**src/shared/pdn_pkg.sv**
```systemverilog
/*
 * Shared constants for the PLL divider network: register map, field
 * layout, reset values and divider decoding helpers.
 * Assumes a 32-bit AHB-Lite register port with word-aligned registers.
 */
package pdn_pkg;

    // Divider network shape.
    localparam int NUM_DIV  = 5;
    localparam int PRE_W    = 5;
    localparam int VCODE_W  = 5;
    localparam int CNT_W    = 6;
    localparam int PER_W    = 7;
    localparam int SEL_W    = 3;
    localparam int RSC_W    = 8;
    localparam int ADDR_W   = 8;

    // Register byte offsets.
    localparam logic [ADDR_W-1:0] CTRL_OFS   = 8'h00;
    localparam logic [ADDR_W-1:0] PRE_OFS    = 8'h04;
    localparam logic [ADDR_W-1:0] VDIV_OFS   = 8'h08;
    localparam logic [ADDR_W-1:0] STATUS_OFS = 8'h0c;

    // Control register fields.
    localparam int CTRL_BYPASS_BIT = 0;
    localparam int CTRL_INV_LSB    = 4;
    localparam int CTRL_FBSEL_LSB  = 16;
    localparam logic [31:0] CTRL_MASK = 32'h0007_01f1;

    // Prescaler register fields: ratio minus one.
    localparam int PRE_M_LSB = 0;
    localparam int PRE_N_LSB = 8;
    localparam logic [31:0] PRE_MASK = 32'h0000_1f1f;

    // Output divider codes: ratio is two times (code plus one).
    localparam int VDIV_STRIDE = 5;
    localparam logic [31:0] VDIV_MASK = 32'h01ff_ffff;

    // Status register fields.
    localparam int STAT_CLK_LSB    = 0;
    localparam int STAT_BYPASS_BIT = 8;
    localparam int STAT_LOCK_BIT   = 9;
    localparam int STAT_SKEW_BIT   = 10;
    localparam int STAT_RSC_LSB    = 16;

    // Reset values: every ratio at its smallest setting, loop mode.
    localparam logic [31:0] CTRL_RST = 32'h0000_0000;
    localparam logic [31:0] PRE_RST  = 32'h0000_0000;
    localparam logic [31:0] VDIV_RST = 32'h0000_0000;

    // Bus encodings and the feedback selection limit.
    localparam logic       HTRANS_BUSY_BIT = 1'b1;
    localparam logic       HRESP_OKAY      = 1'b0;
    localparam logic [SEL_W-1:0] FBSEL_MAX = 3'h4;

    // Output divider period in source ticks.
    function automatic logic [PER_W-1:0] pdn_v_period(input logic [VCODE_W-1:0] code);
        pdn_v_period = PER_W'({code, 1'b0}) + 7'h02;
    endfunction : pdn_v_period

    // High time: half the period for 2 and multiples of 4, else one short.
    function automatic logic [PER_W-1:0] pdn_v_high(input logic [VCODE_W-1:0] code);
        logic [PER_W-1:0] p;
        p = pdn_v_period(code);
        if (p == 7'h02 || p[1:0] == 2'h0) begin
            pdn_v_high = p >> 1;
        end else begin
            pdn_v_high = (p >> 1) - 7'h01;
        end
    endfunction : pdn_v_high

endpackage : pdn_pkg
```
**src/hdl/pdn_divider_network.sv**
```systemverilog
/*
 * PLL divider network: input and feedback prescalers, five output dividers,
 * feedback selection, bypass routing and lock-driven resynchronisation,
 * configured over an AHB-Lite slave port.
 * Assumes the analog loop supplies a VCO tick enable, a reference level and
 * lock detector results, all synchronous to hclk.
 * Hsize is ignored: the port moves whole words only.
 */
// Chosen here: the AHB-Lite register port and the register addresses.
`timescale 1ns/1ps

// Function
// - Input prescaler divides reference by 1..32.
// - Feedback prescaler divides feedback by 1..32.
// - Five output dividers, even ratios 2..64.
// - Any output divider selectable as feedback.
// - Ratio 2 or multiple of 4: 50% duty.
// - Other even ratios give shorter high time.
// - Inverted output duty is complement.
// - Equal ratios synchronise on lock.
// - Equal ratios and settings share edges.
// - Different ratios need not align edges.
// - Inverting 50% outputs can align edges.
// - Skew limited below two VCO periods.
// - Bypass feeds prescaled reference to dividers.
// - Bypass halves each divider's effective ratio.
// - Bypass output is 2*ref/(M*V).
// - Bypass disables lock detect and skew.
// - VCO 320..640 MHz gives 5..320 MHz.
// - Frequency lock always resynchronises dividers; this design skips it in bypass.
module pdn_divider_network (
    input  wire logic                         hclk,
    input  wire logic                         hresetn,
    input  wire logic                         hsel,
    input  wire logic [31:0]                  haddr,
    input  wire logic [1:0]                   htrans,
    input  wire logic                         hwrite,
    input  wire logic [2:0]                   hsize,
    input  wire logic [31:0]                  hwdata,
    input  wire logic                         hready,
    output logic                              hreadyout,
    output logic                              hresp,
    output logic [31:0]                       hrdata,
    input  wire logic                         ref_in,
    input  wire logic                         vco_tick,
    input  wire logic                         freq_lock,
    input  wire logic                         lock_det,
    output logic                              ref_div_pulse,
    output logic                              fb_div_pulse,
    output logic [pdn_pkg::NUM_DIV-1:0]       clk_out,
    output logic                              lock_n,
    output logic                              skew_en
);

    // Short names for the package widths.
    localparam int NUM_DIV = pdn_pkg::NUM_DIV;
    localparam int VCODE_W = pdn_pkg::VCODE_W;

    logic [31:0]                  ctrl_q;
    logic [31:0]                  pre_q;
    logic [31:0]                  vdiv_q;
    logic                         wr_pend_q;
    logic [pdn_pkg::ADDR_W-1:0]   waddr_q;
    logic                         ref_q;
    logic                         flock_q;
    logic                         fb_raw_q;
    logic [pdn_pkg::RSC_W-1:0]    rsc_cnt_q;
    logic [NUM_DIV-1:0]           aligned_q;
    logic [NUM_DIV-1:0]           raw;
    logic                         bypass;
    logic [NUM_DIV-1:0]           invert;
    logic [pdn_pkg::SEL_W-1:0]    fb_sel;
    logic                         div_tick;
    logic                         resync;
    logic                         fb_raw;
    logic                         addr_ok;
    logic                         cfg_write;

    // Hsize is unused: only whole-word transfers reach this slave.
    assign addr_ok   = hsel && hready && htrans[1] == pdn_pkg::HTRANS_BUSY_BIT;
    assign hreadyout = 1'b1;
    assign hresp     = pdn_pkg::HRESP_OKAY;

    // Address phase capture; the write lands in the following data phase.
    always_ff @(posedge hclk or negedge hresetn) begin
        if (!hresetn) begin
            wr_pend_q <= 1'b0;
            waddr_q   <= '0;
        end else if (addr_ok) begin
            wr_pend_q <= hwrite;
            waddr_q   <= haddr[pdn_pkg::ADDR_W-1:0];
        end else if (hready) begin
            wr_pend_q <= 1'b0;
        end
    end

    // Read data is loaded at the address phase so it stands in the data phase.
    always_ff @(posedge hclk or negedge hresetn) begin
        if (!hresetn) begin
            hrdata <= '0;
        end else if (addr_ok && !hwrite) begin
            unique case (haddr[pdn_pkg::ADDR_W-1:0])
                pdn_pkg::CTRL_OFS:   hrdata <= ctrl_q;
                pdn_pkg::PRE_OFS:    hrdata <= pre_q;
                pdn_pkg::VDIV_OFS:   hrdata <= vdiv_q;
                pdn_pkg::STATUS_OFS: begin
                    hrdata <= '0;
                    hrdata[pdn_pkg::STAT_CLK_LSB +: NUM_DIV] <= clk_out;
                    hrdata[pdn_pkg::STAT_BYPASS_BIT]         <= bypass;
                    hrdata[pdn_pkg::STAT_LOCK_BIT]           <= !lock_n;
                    hrdata[pdn_pkg::STAT_SKEW_BIT]           <= skew_en;
                    hrdata[pdn_pkg::STAT_RSC_LSB +: pdn_pkg::RSC_W] <= rsc_cnt_q;
                end
                default:             hrdata <= '0;
            endcase
        end
    end

    // Configuration registers; unmapped writes are dropped.
    always_ff @(posedge hclk or negedge hresetn) begin
        if (!hresetn) begin
            ctrl_q <= pdn_pkg::CTRL_RST;
            pre_q  <= pdn_pkg::PRE_RST;
            vdiv_q <= pdn_pkg::VDIV_RST;
        end else if (wr_pend_q) begin
            if (waddr_q == pdn_pkg::CTRL_OFS) begin
                ctrl_q <= hwdata & pdn_pkg::CTRL_MASK;
            end
            if (waddr_q == pdn_pkg::PRE_OFS) begin
                pre_q <= hwdata & pdn_pkg::PRE_MASK;
            end
            if (waddr_q == pdn_pkg::VDIV_OFS) begin
                vdiv_q <= hwdata & pdn_pkg::VDIV_MASK;
            end
        end
    end

    // Writes that can spoil edge alignment.
    assign cfg_write = wr_pend_q &&
        (waddr_q == pdn_pkg::CTRL_OFS || waddr_q == pdn_pkg::VDIV_OFS);

    // Field views of the control register.
    assign bypass = ctrl_q[pdn_pkg::CTRL_BYPASS_BIT];
    assign invert = ctrl_q[pdn_pkg::CTRL_INV_LSB +: NUM_DIV];
    assign fb_sel = ctrl_q[pdn_pkg::CTRL_FBSEL_LSB +: pdn_pkg::SEL_W];

    // Edge detectors on the reference and the frequency lock result.
    always_ff @(posedge hclk or negedge hresetn) begin
        if (!hresetn) begin
            ref_q    <= 1'b0;
            flock_q  <= 1'b0;
            fb_raw_q <= 1'b0;
        end else begin
            ref_q    <= ref_in;
            flock_q  <= freq_lock;
            fb_raw_q <= fb_raw;
        end
    end

    // Input prescaler runs in both modes and feeds the phase detector.
    pdn_prescaler u_m_pre (
        .hclk         (hclk),
        .hresetn      (hresetn),
        .tick_i       (ref_in && !ref_q),
        .ratio_code_i (pre_q[pdn_pkg::PRE_M_LSB +: pdn_pkg::PRE_W]),
        .pulse_o      (ref_div_pulse)
    );

    // Bypass swaps the VCO for the prescaled reference at the divider input.
    assign div_tick = bypass ? ref_div_pulse : vco_tick;

    // A new frequency lock resyncs whatever the indicator mode; not in bypass.
    assign resync = freq_lock && !flock_q && !bypass;

    // Feedback tap; out-of-range selections fall back to divider zero.
    assign fb_raw = (fb_sel > pdn_pkg::FBSEL_MAX) ?
                    raw[0] : raw[fb_sel];

    // Feedback prescaler closes the loop; output ratio follows N*Vfb/(M*Vk).
    pdn_prescaler u_n_pre (
        .hclk         (hclk),
        .hresetn      (hresetn),
        .tick_i       (fb_raw && !fb_raw_q),
        .ratio_code_i (pre_q[pdn_pkg::PRE_N_LSB +: pdn_pkg::PRE_W]),
        .pulse_o      (fb_div_pulse)
    );

    // Five identical dividers share one tick and one resync, so equal codes
    // stay in step; different codes keep no edge relation.
    for (genvar k = 0; k < NUM_DIV; k++) begin : g_div
        pdn_vdiv u_vdiv (
            .hclk         (hclk),
            .hresetn      (hresetn),
            .tick_i       (div_tick),
            .step2_i      (bypass),
            .resync_i     (resync),
            .ratio_code_i (vdiv_q[k*pdn_pkg::VDIV_STRIDE +: VCODE_W]),
            .invert_i     (invert[k]),
            .raw_o        (raw[k]),
            .clk_o        (clk_out[k])
        );
    end

    // Resync counter lets software see that a lock event landed.
    always_ff @(posedge hclk or negedge hresetn) begin
        if (!hresetn) begin
            rsc_cnt_q <= '0;
        end else if (resync) begin
            rsc_cnt_q <= rsc_cnt_q + 8'h01;
        end
    end

    // Lock and skew are meaningless without the loop, so bypass masks them.
    always_ff @(posedge hclk or negedge hresetn) begin
        if (!hresetn) begin
            lock_n  <= 1'b1;
            skew_en <= 1'b0;
        end else begin
            lock_n  <= bypass || !lock_det;
            skew_en <= !bypass;
        end
    end

    // Helper: dividers resynced since the last configuration change.
    always_ff @(posedge hclk or negedge hresetn) begin
        if (!hresetn) begin
            aligned_q <= '0;
        end else if (resync) begin
            aligned_q <= '1;
        end else if (cfg_write) begin
            aligned_q <= '0;
        end
    end

    // Equal codes give equal outputs.
    for (genvar k = 1; k < NUM_DIV; k++) begin : g_chk

    end
endmodule : pdn_divider_network

```
**src/hdl/pdn_prescaler.sv**
```systemverilog
/*
 * Integer pulse prescaler: emits one pulse per (code plus one) input ticks.
 * Assumes tick_i is a one-cycle enable synchronous to hclk.
 */
`timescale 1ns/1ps
module pdn_prescaler (
    input  wire logic                      hclk,
    input  wire logic                      hresetn,
    input  wire logic                      tick_i,
    input  wire logic [pdn_pkg::PRE_W-1:0] ratio_code_i,
    output logic                           pulse_o
);

    localparam int PER_W = pdn_pkg::PER_W;

    logic [pdn_pkg::PRE_W-1:0] cnt_q;
    logic [pdn_pkg::PER_W-1:0] seen_q;
    logic [pdn_pkg::PRE_W-1:0] code_q;
    logic                      clean_q;

    // Count ticks; a code lowered below the count wraps on the next tick, never hangs.
    always_ff @(posedge hclk or negedge hresetn) begin
        if (!hresetn) begin
            cnt_q   <= '0;
            pulse_o <= 1'b0;
        end else begin
            pulse_o <= 1'b0;
            if (tick_i) begin
                if (cnt_q >= ratio_code_i) begin
                    cnt_q   <= '0;
                    pulse_o <= 1'b1;
                end else begin
                    cnt_q <= cnt_q + 5'h01;
                end
            end
        end
    end

    // Helper: ticks seen since the last pulse, for the ratio check. A code
    // change spoils the running count until the next pulse restarts it.
    always_ff @(posedge hclk or negedge hresetn) begin
        if (!hresetn) begin
            seen_q  <= '0;
            code_q  <= '0;
            clean_q <= 1'b1;
        end else begin
            code_q  <= ratio_code_i;
            clean_q <= pulse_o || (clean_q && ratio_code_i == code_q);
            if (pulse_o) begin
                seen_q <= PER_W'(tick_i);
            end else if (tick_i) begin
                seen_q <= seen_q + 7'h01;
            end
        end
    end
endmodule : pdn_prescaler

```
**src/hdl/pdn_vdiv.sv**
```systemverilog
/*
 * Even-ratio output divider with documented duty cycle and inversion.
 * Assumes tick_i is a one-cycle enable; step2_i doubles the advance per tick.
 */
`timescale 1ns/1ps
module pdn_vdiv (
    input  wire logic                        hclk,
    input  wire logic                        hresetn,
    input  wire logic                        tick_i,
    input  wire logic                        step2_i,
    input  wire logic                        resync_i,
    input  wire logic [pdn_pkg::VCODE_W-1:0] ratio_code_i,
    input  wire logic                        invert_i,
    output logic                             raw_o,
    output logic                             clk_o
);

    logic [pdn_pkg::CNT_W-1:0] cnt_q;
    logic [pdn_pkg::CNT_W-1:0] cnt_d;
    logic [pdn_pkg::PER_W-1:0] period;
    logic [pdn_pkg::PER_W-1:0] high;
    logic [pdn_pkg::PER_W-1:0] nxt;

    // Next phase; the double step in bypass halves the effective ratio.
    always_comb begin
        period = pdn_pkg::pdn_v_period(ratio_code_i);
        high   = pdn_pkg::pdn_v_high(ratio_code_i);
        nxt    = {1'b0, cnt_q} + (step2_i ? 7'h02 : 7'h01);
        cnt_d  = cnt_q;
        if (resync_i) begin
            cnt_d = '0;
        end else if (tick_i) begin
            cnt_d = (nxt >= period) ? '0 : nxt[pdn_pkg::CNT_W-1:0];
        end
    end

    always_ff @(posedge hclk or negedge hresetn) begin
        if (!hresetn) begin
            cnt_q <= '0;
        end else begin
            cnt_q <= cnt_d;
        end
    end

    // Output from flops; inversion gives the complementary duty cycle.
    always_ff @(posedge hclk or negedge hresetn) begin
        if (!hresetn) begin
            raw_o <= 1'b0;
            clk_o <= 1'b0;
        end else begin
            raw_o <= ({1'b0, cnt_d} < high);
            clk_o <= ({1'b0, cnt_d} < high) ^ invert_i;
        end
    end
endmodule : pdn_vdiv

```
**config.mk**
```make
export PLATFORM = sky130hd
export DESIGN_NAME = pdn_divider_network
export DESIGN_NICKNAME = d
export VERILOG_FILES = /design/src/shared/pdn_pkg.sv /design/src/hdl/pdn_divider_network.sv /design/src/hdl/pdn_prescaler.sv /design/src/hdl/pdn_vdiv.sv
export SDC_FILE = /design/constraint.sdc
export NUM_CORES = 1
export LEC_CHECK = 0
export ABC_AREA = 1
export ABC_CLOCK_PERIOD_IN_PS = 4920
export BUFFER_PORTS_ARGS = -buffer_cell sky130_fd_sc_hd__buf_2
export CELL_PAD_IN_SITES_DETAIL_PLACEMENT = 0
export CELL_PAD_IN_SITES_GLOBAL_PLACEMENT = 1
export CORE_MARGIN = 5
export CORE_UTILIZATION = 45
export CTS_BUF_LIST = sky130_fd_sc_hd__clkbuf_4
export CTS_CLUSTER_SIZE = 10
export DETAILED_ROUTE_END_ITERATION = 8
export PLACE_DENSITY_LB_ADDON = 0.08
export SETUP_SLACK_MARGIN = 0.05
export SLEW_MARGIN = 20
export SYNTH_ARGS = -nofsm -noshare
export SYNTH_HDL_FRONTEND = slang
export SYNTH_SLANG_ARGS = --single-unit
export TNS_END_PERCENT = 100
```
**constraint.sdc**
```tcl
create_clock -name hclk -period 4.92 [get_ports hclk]
set_input_delay 0 -clock hclk [delete_from_list [all_inputs] [get_ports hclk]]
set_output_delay 0 -clock hclk [all_outputs]
set_load 0.02 [all_outputs]
```
After elaboration in Yosys (flattened, before gate mapping) --
Cells that the tools add are included.
Word-level totals: flip-flop bits (word level) 150, input bits 78, output and inout bits 43
Operators by class: bitwise operators 5, equality and inequality tests 10, $lt $le $gt $ge 14, multiplexer cells 34, add/sub/neg operators 18, reduce and logical (&&, ||, !) cells 31
Operator list (count):
- case mux 25 bit (4 select lines) | 1
- two-way mux 6 bit | 15
- adder 6 x 2 -> 7 bit, second input constant | 5
- equality test 7 x 2 -> 1 bit, second input constant | 5
- >= comparator 7 bit | 5
- less-than comparator 6 x 7 -> 1 bit | 5
- two-way mux 7 bit | 5
- subtractor 6 x 1 -> 7 bit, second input constant | 5
- equality test 8 x 4 -> 1 bit, second input constant | 3
- adder 6 x 7 -> 7 bit | 3
- equality test 8 x 3 -> 1 bit, second input constant | 2
- logical NOT 8 bit | 2
- adder 6 x 2 -> 7 bit | 2
- adder 5 x 1 -> 5 bit, second input constant | 2
- >= comparator 5 bit | 2
- logical NOT 2 bit | 5
- two-way mux 5 bit | 2
- two-way mux 1 bit | 9
- adder 8 x 1 -> 8 bit, second input constant | 1
- logical AND 1 bit | 7
- logical NOT 1 bit | 7
- logical OR 1 bit | 6
- AND reduction 2 bit | 3
- XOR 1 bit | 5
- 5 further kinds | 5

Depth between registers and ports, before layout --
depth after elaboration 8, depth in mapped cells 25

Cells and area by module --
From an unflattened synthesis, not the netlist that was laid out.
Unflattened totals: cells, all modules 1283, area total of the unflattened synthesis 9671.8 sq um
By module, submodules not included:
- pdn_divider_network | times used 1, area an instance 4237.8 sq um, cells an instance 500
- pdn_vdiv (g_div[0].u_vdiv ...) | times used 3, area an instance 909.6 sq um, cells an instance 133
- pdn_vdiv (g_div[1].u_vdiv ...) | times used 2, area an instance 905.9 sq um, cells an instance 137
- pdn_prescaler | times used 2, area an instance 446.7 sq um, cells an instance 55

Least setup slack after synthesis --
No wires, ideal clock.
path kind register to register, start point reg ctrl_q[0], end point reg g_div[0].u_vdiv.clk_o, stages on the path, launching flop included 25, arrival time 3.554 ns, data required time 4.804 ns, period minus slack after synthesis 3.670 ns, buffers on the path 0, slack 1.250 ns, library setup time 0.116 ns, cells stage by stage dfrtp_1 inv_2 ha_1 inv_1 fa_1 inv_1 nand3_1 xor2_1 inv_1 ha_1 nand2_1 nand2_1 a21oi_1 nand2_1 inv_1 a21oi_1 a211oi_1 ha_1 nand2_1 inv_1 a221o_1 nand2_1 nand2_1 nand2_1 nand2_1
Between the ends: longest elaborated chain between the ends 8, elaborated cells on any way between the ends 11, classes of those cells add/sub (1); order compare (2); mux (5); bitwise (1); reduce/logical (2)
Ends and longest elaborated chain:
- from (decl) | RTL line pdn_divider_network.sv:59 | logic [31:0] ctrl_q;
- from (signal assigned) | RTL line pdn_divider_network.sv:122 | ctrl_q <= pdn_pkg::CTRL_RST;
- from (signal assigned) | RTL line pdn_divider_network.sv:127 | ctrl_q <= hwdata & pdn_pkg::CTRL_MASK;
- two-way mux 2 bit | RTL line pdn_vdiv.sv:28 | nxt = {1'b0, cnt_q} + (step2_i ? 7'h02 : 7'h01);
- adder 6 x 7 -> 7 bit | RTL line pdn_vdiv.sv:28
- >= comparator 7 bit | RTL line pdn_vdiv.sv:33 | cnt_d = (nxt >= period) ? '0 : nxt[pdn_pkg::CNT_W-1:0];
- two-way mux 6 bit | RTL line pdn_vdiv.sv:33
- two-way mux 6 bit | RTL line pdn_vdiv.sv:32 | end else if (tick_i) begin
- two-way mux 6 bit * | RTL line pdn_vdiv.sv:30 | if (resync_i) begin
- via g_div[0].u_vdiv.cnt_d (one bit) | RTL line pdn_vdiv.sv:19 | logic [pdn_pkg::CNT_W-1:0] cnt_d;
- less-than comparator 6 x 7 -> 1 bit * | RTL line pdn_vdiv.sv:52 | clk_o <= ({1'b0, cnt_d} < high) ^ invert_i;
- XOR 1 bit * | RTL line pdn_vdiv.sv:52
- to (signal assigned) | RTL line pdn_vdiv.sv:52
- to (decl) | RTL line pdn_vdiv.sv:15 | output logic clk_o
The timed path passes the listed nets; every way through them passes the cells marked *. A chain may end at the register's enable or synchronous reset.

Worst setup path after layout --
start point reg ctrl_q[0], end point reg g_div[4].u_vdiv.clk_o
Between the ends: longest elaborated chain between the ends 8, elaborated cells on any way between the ends 11, classes of those cells add/sub (1); order compare (2); mux (5); bitwise (1); reduce/logical (2)
Ends and longest elaborated chain (RTL line):
- two-way mux 2 bit | pdn_vdiv.sv:28
- adder 6 x 2 -> 7 bit | pdn_vdiv.sv:28
- >= comparator 7 bit | pdn_vdiv.sv:33
- two-way mux 6 bit | pdn_vdiv.sv:33
- two-way mux 6 bit | pdn_vdiv.sv:32
- two-way mux 6 bit * | pdn_vdiv.sv:30
- via g_div[4].u_vdiv.cnt_d (one bit) | pdn_vdiv.sv:19
- less-than comparator 6 x 7 -> 1 bit * | pdn_vdiv.sv:52
- XOR 1 bit * | pdn_vdiv.sv:52
- to (signal assigned) | pdn_vdiv.sv:52
- to (decl) | pdn_vdiv.sv:15
Marks and branches as above.

==> results_dict.tcl <==
set metrics [dict create \
    outcome "finished, final reports clean" \
    hpwl_um 18050 \
    netSwitchingPower_uw 2152 \
    classification_of_the_worst_setup_path "flip-flop to flip-flop" \
    endpoint_arrival_time_on_the_critical_path_ns 4.58 \
    synth_edf_count 0 \
    finalCoreUtilization 0.5203 \
    share_comb_of_total_power 0.486 \
    post-route-min-period_ns 4.146 \
    clock-sinks 143 \
    cp_max_fo 10 \
    post_cts_buffers 0 \
    cts.htree.levels 4 \
    placementRows 52 \
    cts_repair_resize_count 0 \
    tritoncts "done" \
    yosys_reg_bits 143 \
    finalSetupViolCount 0 \
    number_of_antenna_violations_at_the_first_check_in_global_routing 1 \
    yosys_warnings 0 \
    die_width_um 154.0 \
    crit_path_max_incr_delay_ns 0.41 \
    place_congestion 0.8299 \
    finalSetupTns_ns 0 \
    dp_cells 1513 \
    io_buffer_count 76 \
    critPathRequiredTime_ns 5.35 \
    register_clock_pin_slew_on_the_reported_worst_setup_and_hold_paths_ns 0.13 \
    synth_area_mm2 0.009329 \
    final_cell_count_no_fill 1586 \
    critical_path_s_top_delay_family "adder cells" \
    cts.root.buffer_cell "sky130_fd_sc_hd__clkbuf_4" \
    routed_wire_length_per_instance_um 15.31 \
    first_pass_grt_wire_length_um 39650 \
    drv_cap 0 \
    avgSynthCellArea_um2 7.826 \
    tritoncts.num_buffers 17 \
    synth_top_cell_by_area "sky130_fd_sc_hd__dfrtp_1" \
    total_leakage_power_uw 0.005877 \
    synth_top_area_share 0.3809 \
    min-delay-path-class "input port to flip-flop" \
    nFillCells 2039 \
    routed_vias_inst 4.932 \
    synthesis.instances 1192 \
    routed-via-count 7822 \
    p_per_area_mw_per_mm2 453.6 \
    slew_viol_final 0 \
    route.detailed.drc 0 \
    totalPowerFinal_uw 4791 \
    area_delta_synth_final_pct 13.21 \
    clockBufferDepth 2 \
    final_min_period_over_clock_period 0.8426 \
    max-vdd-ir-drop_mv 0.2486 \
    number_of_antenna_violating_nets_in_the_routed_design 0 \
    timing.clock.skew_ns 0.03280 \
    worstPathCellList "inv_2 > ha_1 > inv_1 > fa_1 > inv_1 > nand3_1 > xor2_1 > inv_1 > ha_1 > nand2_1 > nand2_1 > a21oi_1 > nand2_1 > inv_1 > a21oi_1 > a211oi_1 > ha_1 > and3_1 > nand2_1 > inv_1 > nand2_1 > nand2_1 > nand2_1 > nand2_1" \
    number_of_search_and_repair_iterations_in_the_first_detailed_routing_pass 5 \
    core_area_mm2 0.02030 \
    die-height_um 154.0 \
    clock_power_share 0.150 \
    grtUsageTotal 0.2089 \
    report.final.hold_viol_count 0 \
    synthTopCellsByArea "sky130_fd_sc_hd__dfrtp_1 38%, sky130_fd_sc_hd__nand2_1 13%, sky130_fd_sc_hd__ha_1 12%" \
    route.final.wire_length_um 24290 \
    yosys.cell_types.count 51 \
    proportion_of_register_bits_with_asynchronous_set_or_reset_after_synthesis 1.000 \
    dominantRegCellSynth "sky130_fd_sc_hd__dfrtp_1" \
    die_outline_area_mm2 0.02371 \
    cts_hold_buf 40 \
    crit_slowest_cell "sky130_fd_sc_hd__dfrtp_1" \
    critical_path_buf_inv_count 6 \
    max_slew_margin 0.3344 \
    grt_start_max_net_pins 98 \
    rsz_0062_raised_after_global_routing "no" \
    clock_insertion_delay_worst_skew_ns 0.56 \
    cell_internal_pwr_uw 2639 \
    yosysSeqAreaShare 0.3837 \
    most_used_cell_cp "sky130_fd_sc_hd__nand2_1" \
    first_global_vias 7532 \
    io-pin-count 121 \
    worst_setup_path_start_kind "flip-flop" \
    drt_iter0_drc 449 \
    nature_of_the_critical_path_endpoint "flip-flop" \
    initial_utilization 0.4596 \
    overflow 0 \
    drive_gt1_frac 0.1157 \
    layout.nets 1473 \
    tightest_slew_ns 0.9973 \
    netSwitchingFraction 0.4491 \
    hold-worst-slack_ns 0.03741 \
    seq_power_share 0.364 \
    max_freq_ghz 0.2412 \
]
per-layer routing:
metal,share of wire,vias to the layer above,GRT usage
met5,0,-,0
met1,0.49,3655,0.2955
li1,-,4032,-
met3,0.033,9,0.03401
met2,0.47,126,0.3448
met4,0.0071,0,0.03322
flip-flops by register name, indices dropped and copies added (netlist names):
| signal | count |
|---|---|
| wr_pend_q | 1 |
| pre_q | 10 |
| u_m_pre.pulse_o | 1 |
| fb_raw_q | 1 |
| g_div.u_vdiv.clk_o | 5 |
| waddr_q | 8 |
| flock_q | 1 |
| u_m_pre.cnt_q | 5 |
| hrdata | 25 |
| lock_n | 1 |
| g_div.u_vdiv.cnt_q | 30 |
| u_n_pre.cnt_q | 5 |
| u_n_pre.pulse_o | 1 |
| ctrl_q | 9 |
| ref_q | 1 |
| skew_en | 1 |
| g_div.u_vdiv.raw_o | 5 |
| vdiv_q | 25 |
| rsc_cnt_q | 8 |
metrics by stage:
step / instance area [um2] / setup WS, ns
CTS: 10560 / 0.7604
floorplan: 9355 / 1.250
detailed placement: 9905 / 0.8032
finish: 10560 / 0.7742
global placement: 9905 / 0.8096
global route: 10560 / 0.4338
power groups by stage:
stage	sequential (uW)	clock, uW	combinational (uW)
detailed placement	1760	0	2320
global route	1780	795	2750
CTS	1740	746	2350
finish	1740	718	2330
floorplan	1680	0	1830
global placement	1760	0	2280
worst reg2reg max path, cell delays in order (launching register included):
cell and delay (ns):
sky130_fd_sc_hd__dfrtp_1 0.41, sky130_fd_sc_hd__inv_2 0.30, sky130_fd_sc_hd__ha_1 0.27, sky130_fd_sc_hd__inv_1 0.06
sky130_fd_sc_hd__fa_1 0.40, sky130_fd_sc_hd__inv_1 0.07, sky130_fd_sc_hd__nand3_1 0.12, sky130_fd_sc_hd__xor2_1 0.16
sky130_fd_sc_hd__inv_1 0.08, sky130_fd_sc_hd__ha_1 0.30, sky130_fd_sc_hd__nand2_1 0.07, sky130_fd_sc_hd__nand2_1 0.04
sky130_fd_sc_hd__a21oi_1 0.22, sky130_fd_sc_hd__nand2_1 0.10, sky130_fd_sc_hd__inv_1 0.13, sky130_fd_sc_hd__a21oi_1 0.08
sky130_fd_sc_hd__a211oi_1 0.32, sky130_fd_sc_hd__ha_1 0.31, sky130_fd_sc_hd__and3_1 0.17, sky130_fd_sc_hd__nand2_1 0.08
sky130_fd_sc_hd__inv_1 0.04, sky130_fd_sc_hd__nand2_1 0.09, sky130_fd_sc_hd__nand2_1 0.08, sky130_fd_sc_hd__nand2_1 0.06
sky130_fd_sc_hd__nand2_1 0.05
final timing paths:
path | startpoint | endpoint | depth (start not counted) | slack, ns
worst max-delay path | ctrl_q[0] | g_div[4].u_vdiv.clk_o | 24 | 0.77
worst min-delay path | htrans[1] | waddr_q[6] | 3 | 0.04
worst max register to register | ctrl_q[0] | g_div[4].u_vdiv.clk_o | 24 | 0.77
worst min register to register | rsc_cnt_q[7] | rsc_cnt_q[7] | 1 | 0.48
max in group asynchronous | hresetn | g_div[4].u_vdiv.raw_o | 3 | 3.61
min in group asynchronous | hresetn | g_div[3].u_vdiv.cnt_q[0] | 2 | 0.10
cells in the final DEF, fill, tap and decap left out, drive strengths merged, types with 16 or more instances in the layout:
master       count
a21oi           53
buf             84
clkbuf          18
dfrtp          142
dlygate4sd3     40
ha              88
inv            199
nand2          319
nand3           79
nand4           23
nor2            52
o21ai           93
xnor2           19
xor2            16
cells by family (layout without fill, tap and decap cells):
| group | count (synthesis) | in the layout | synth area share |
|---|---|---|---|
| compound gates | 171 | 171 | 0.09791 |
| xor+xnor | 35 | 35 | 0.03527 |
| fa+ha+maj | 93 | 93 | 0.1288 |
| buf+inv | 237 | 352 | 0.1045 |
| flops | 143 | 143 | 0.3837 |
| mux | 14 | 14 | 0.01690 |
| other cells | 2 | 11 | 0.0008050 |
| simple gates | 497 | 497 | 0.2322 |
synth_stat cells, types with 7 or more instances:
| library cell | n |
|---|---|
| sky130_fd_sc_hd__xnor2_1 | 16 |
| sky130_fd_sc_hd__buf_4 | 18 |
| sky130_fd_sc_hd__nand2_1 | 313 |
| sky130_fd_sc_hd__clkbuf_1 | 12 |
| sky130_fd_sc_hd__inv_2 | 7 |
| sky130_fd_sc_hd__a21oi_1 | 52 |
| sky130_fd_sc_hd__nor3_1 | 13 |
| sky130_fd_sc_hd__nor2_1 | 49 |
| sky130_fd_sc_hd__o22ai_1 | 12 |
| sky130_fd_sc_hd__inv_1 | 190 |
| sky130_fd_sc_hd__xor2_1 | 16 |
| sky130_fd_sc_hd__buf_2 | 8 |
| sky130_fd_sc_hd__nand4_1 | 21 |
| sky130_fd_sc_hd__ha_1 | 88 |
| sky130_fd_sc_hd__dfrtp_1 | 142 |
| sky130_fd_sc_hd__mux2_2 | 9 |
| sky130_fd_sc_hd__o21ai_1 | 16 |
| sky130_fd_sc_hd__o21ai_0 | 77 |
| sky130_fd_sc_hd__nand3_1 | 77 |
cell type report:
type / count / area [um2] / share of cell area
sequential: 143 / 3580 / 0.3389
tap: 270 / 337.8 / 0.03199
multi-input combinational: 819 / 4801 / 0.4546
antenna: 2 / 5.005 / 0.0004739
timing repair buffer: 124 / 847.1 / 0.08020
clock inverter: 13 / 116.4 / 0.01102
inverter: 197 / 739.5 / 0.07002
clock buffer: 18 / 135.1 / 0.01279
No activity file was read; power rests on OpenSTA's default activity.
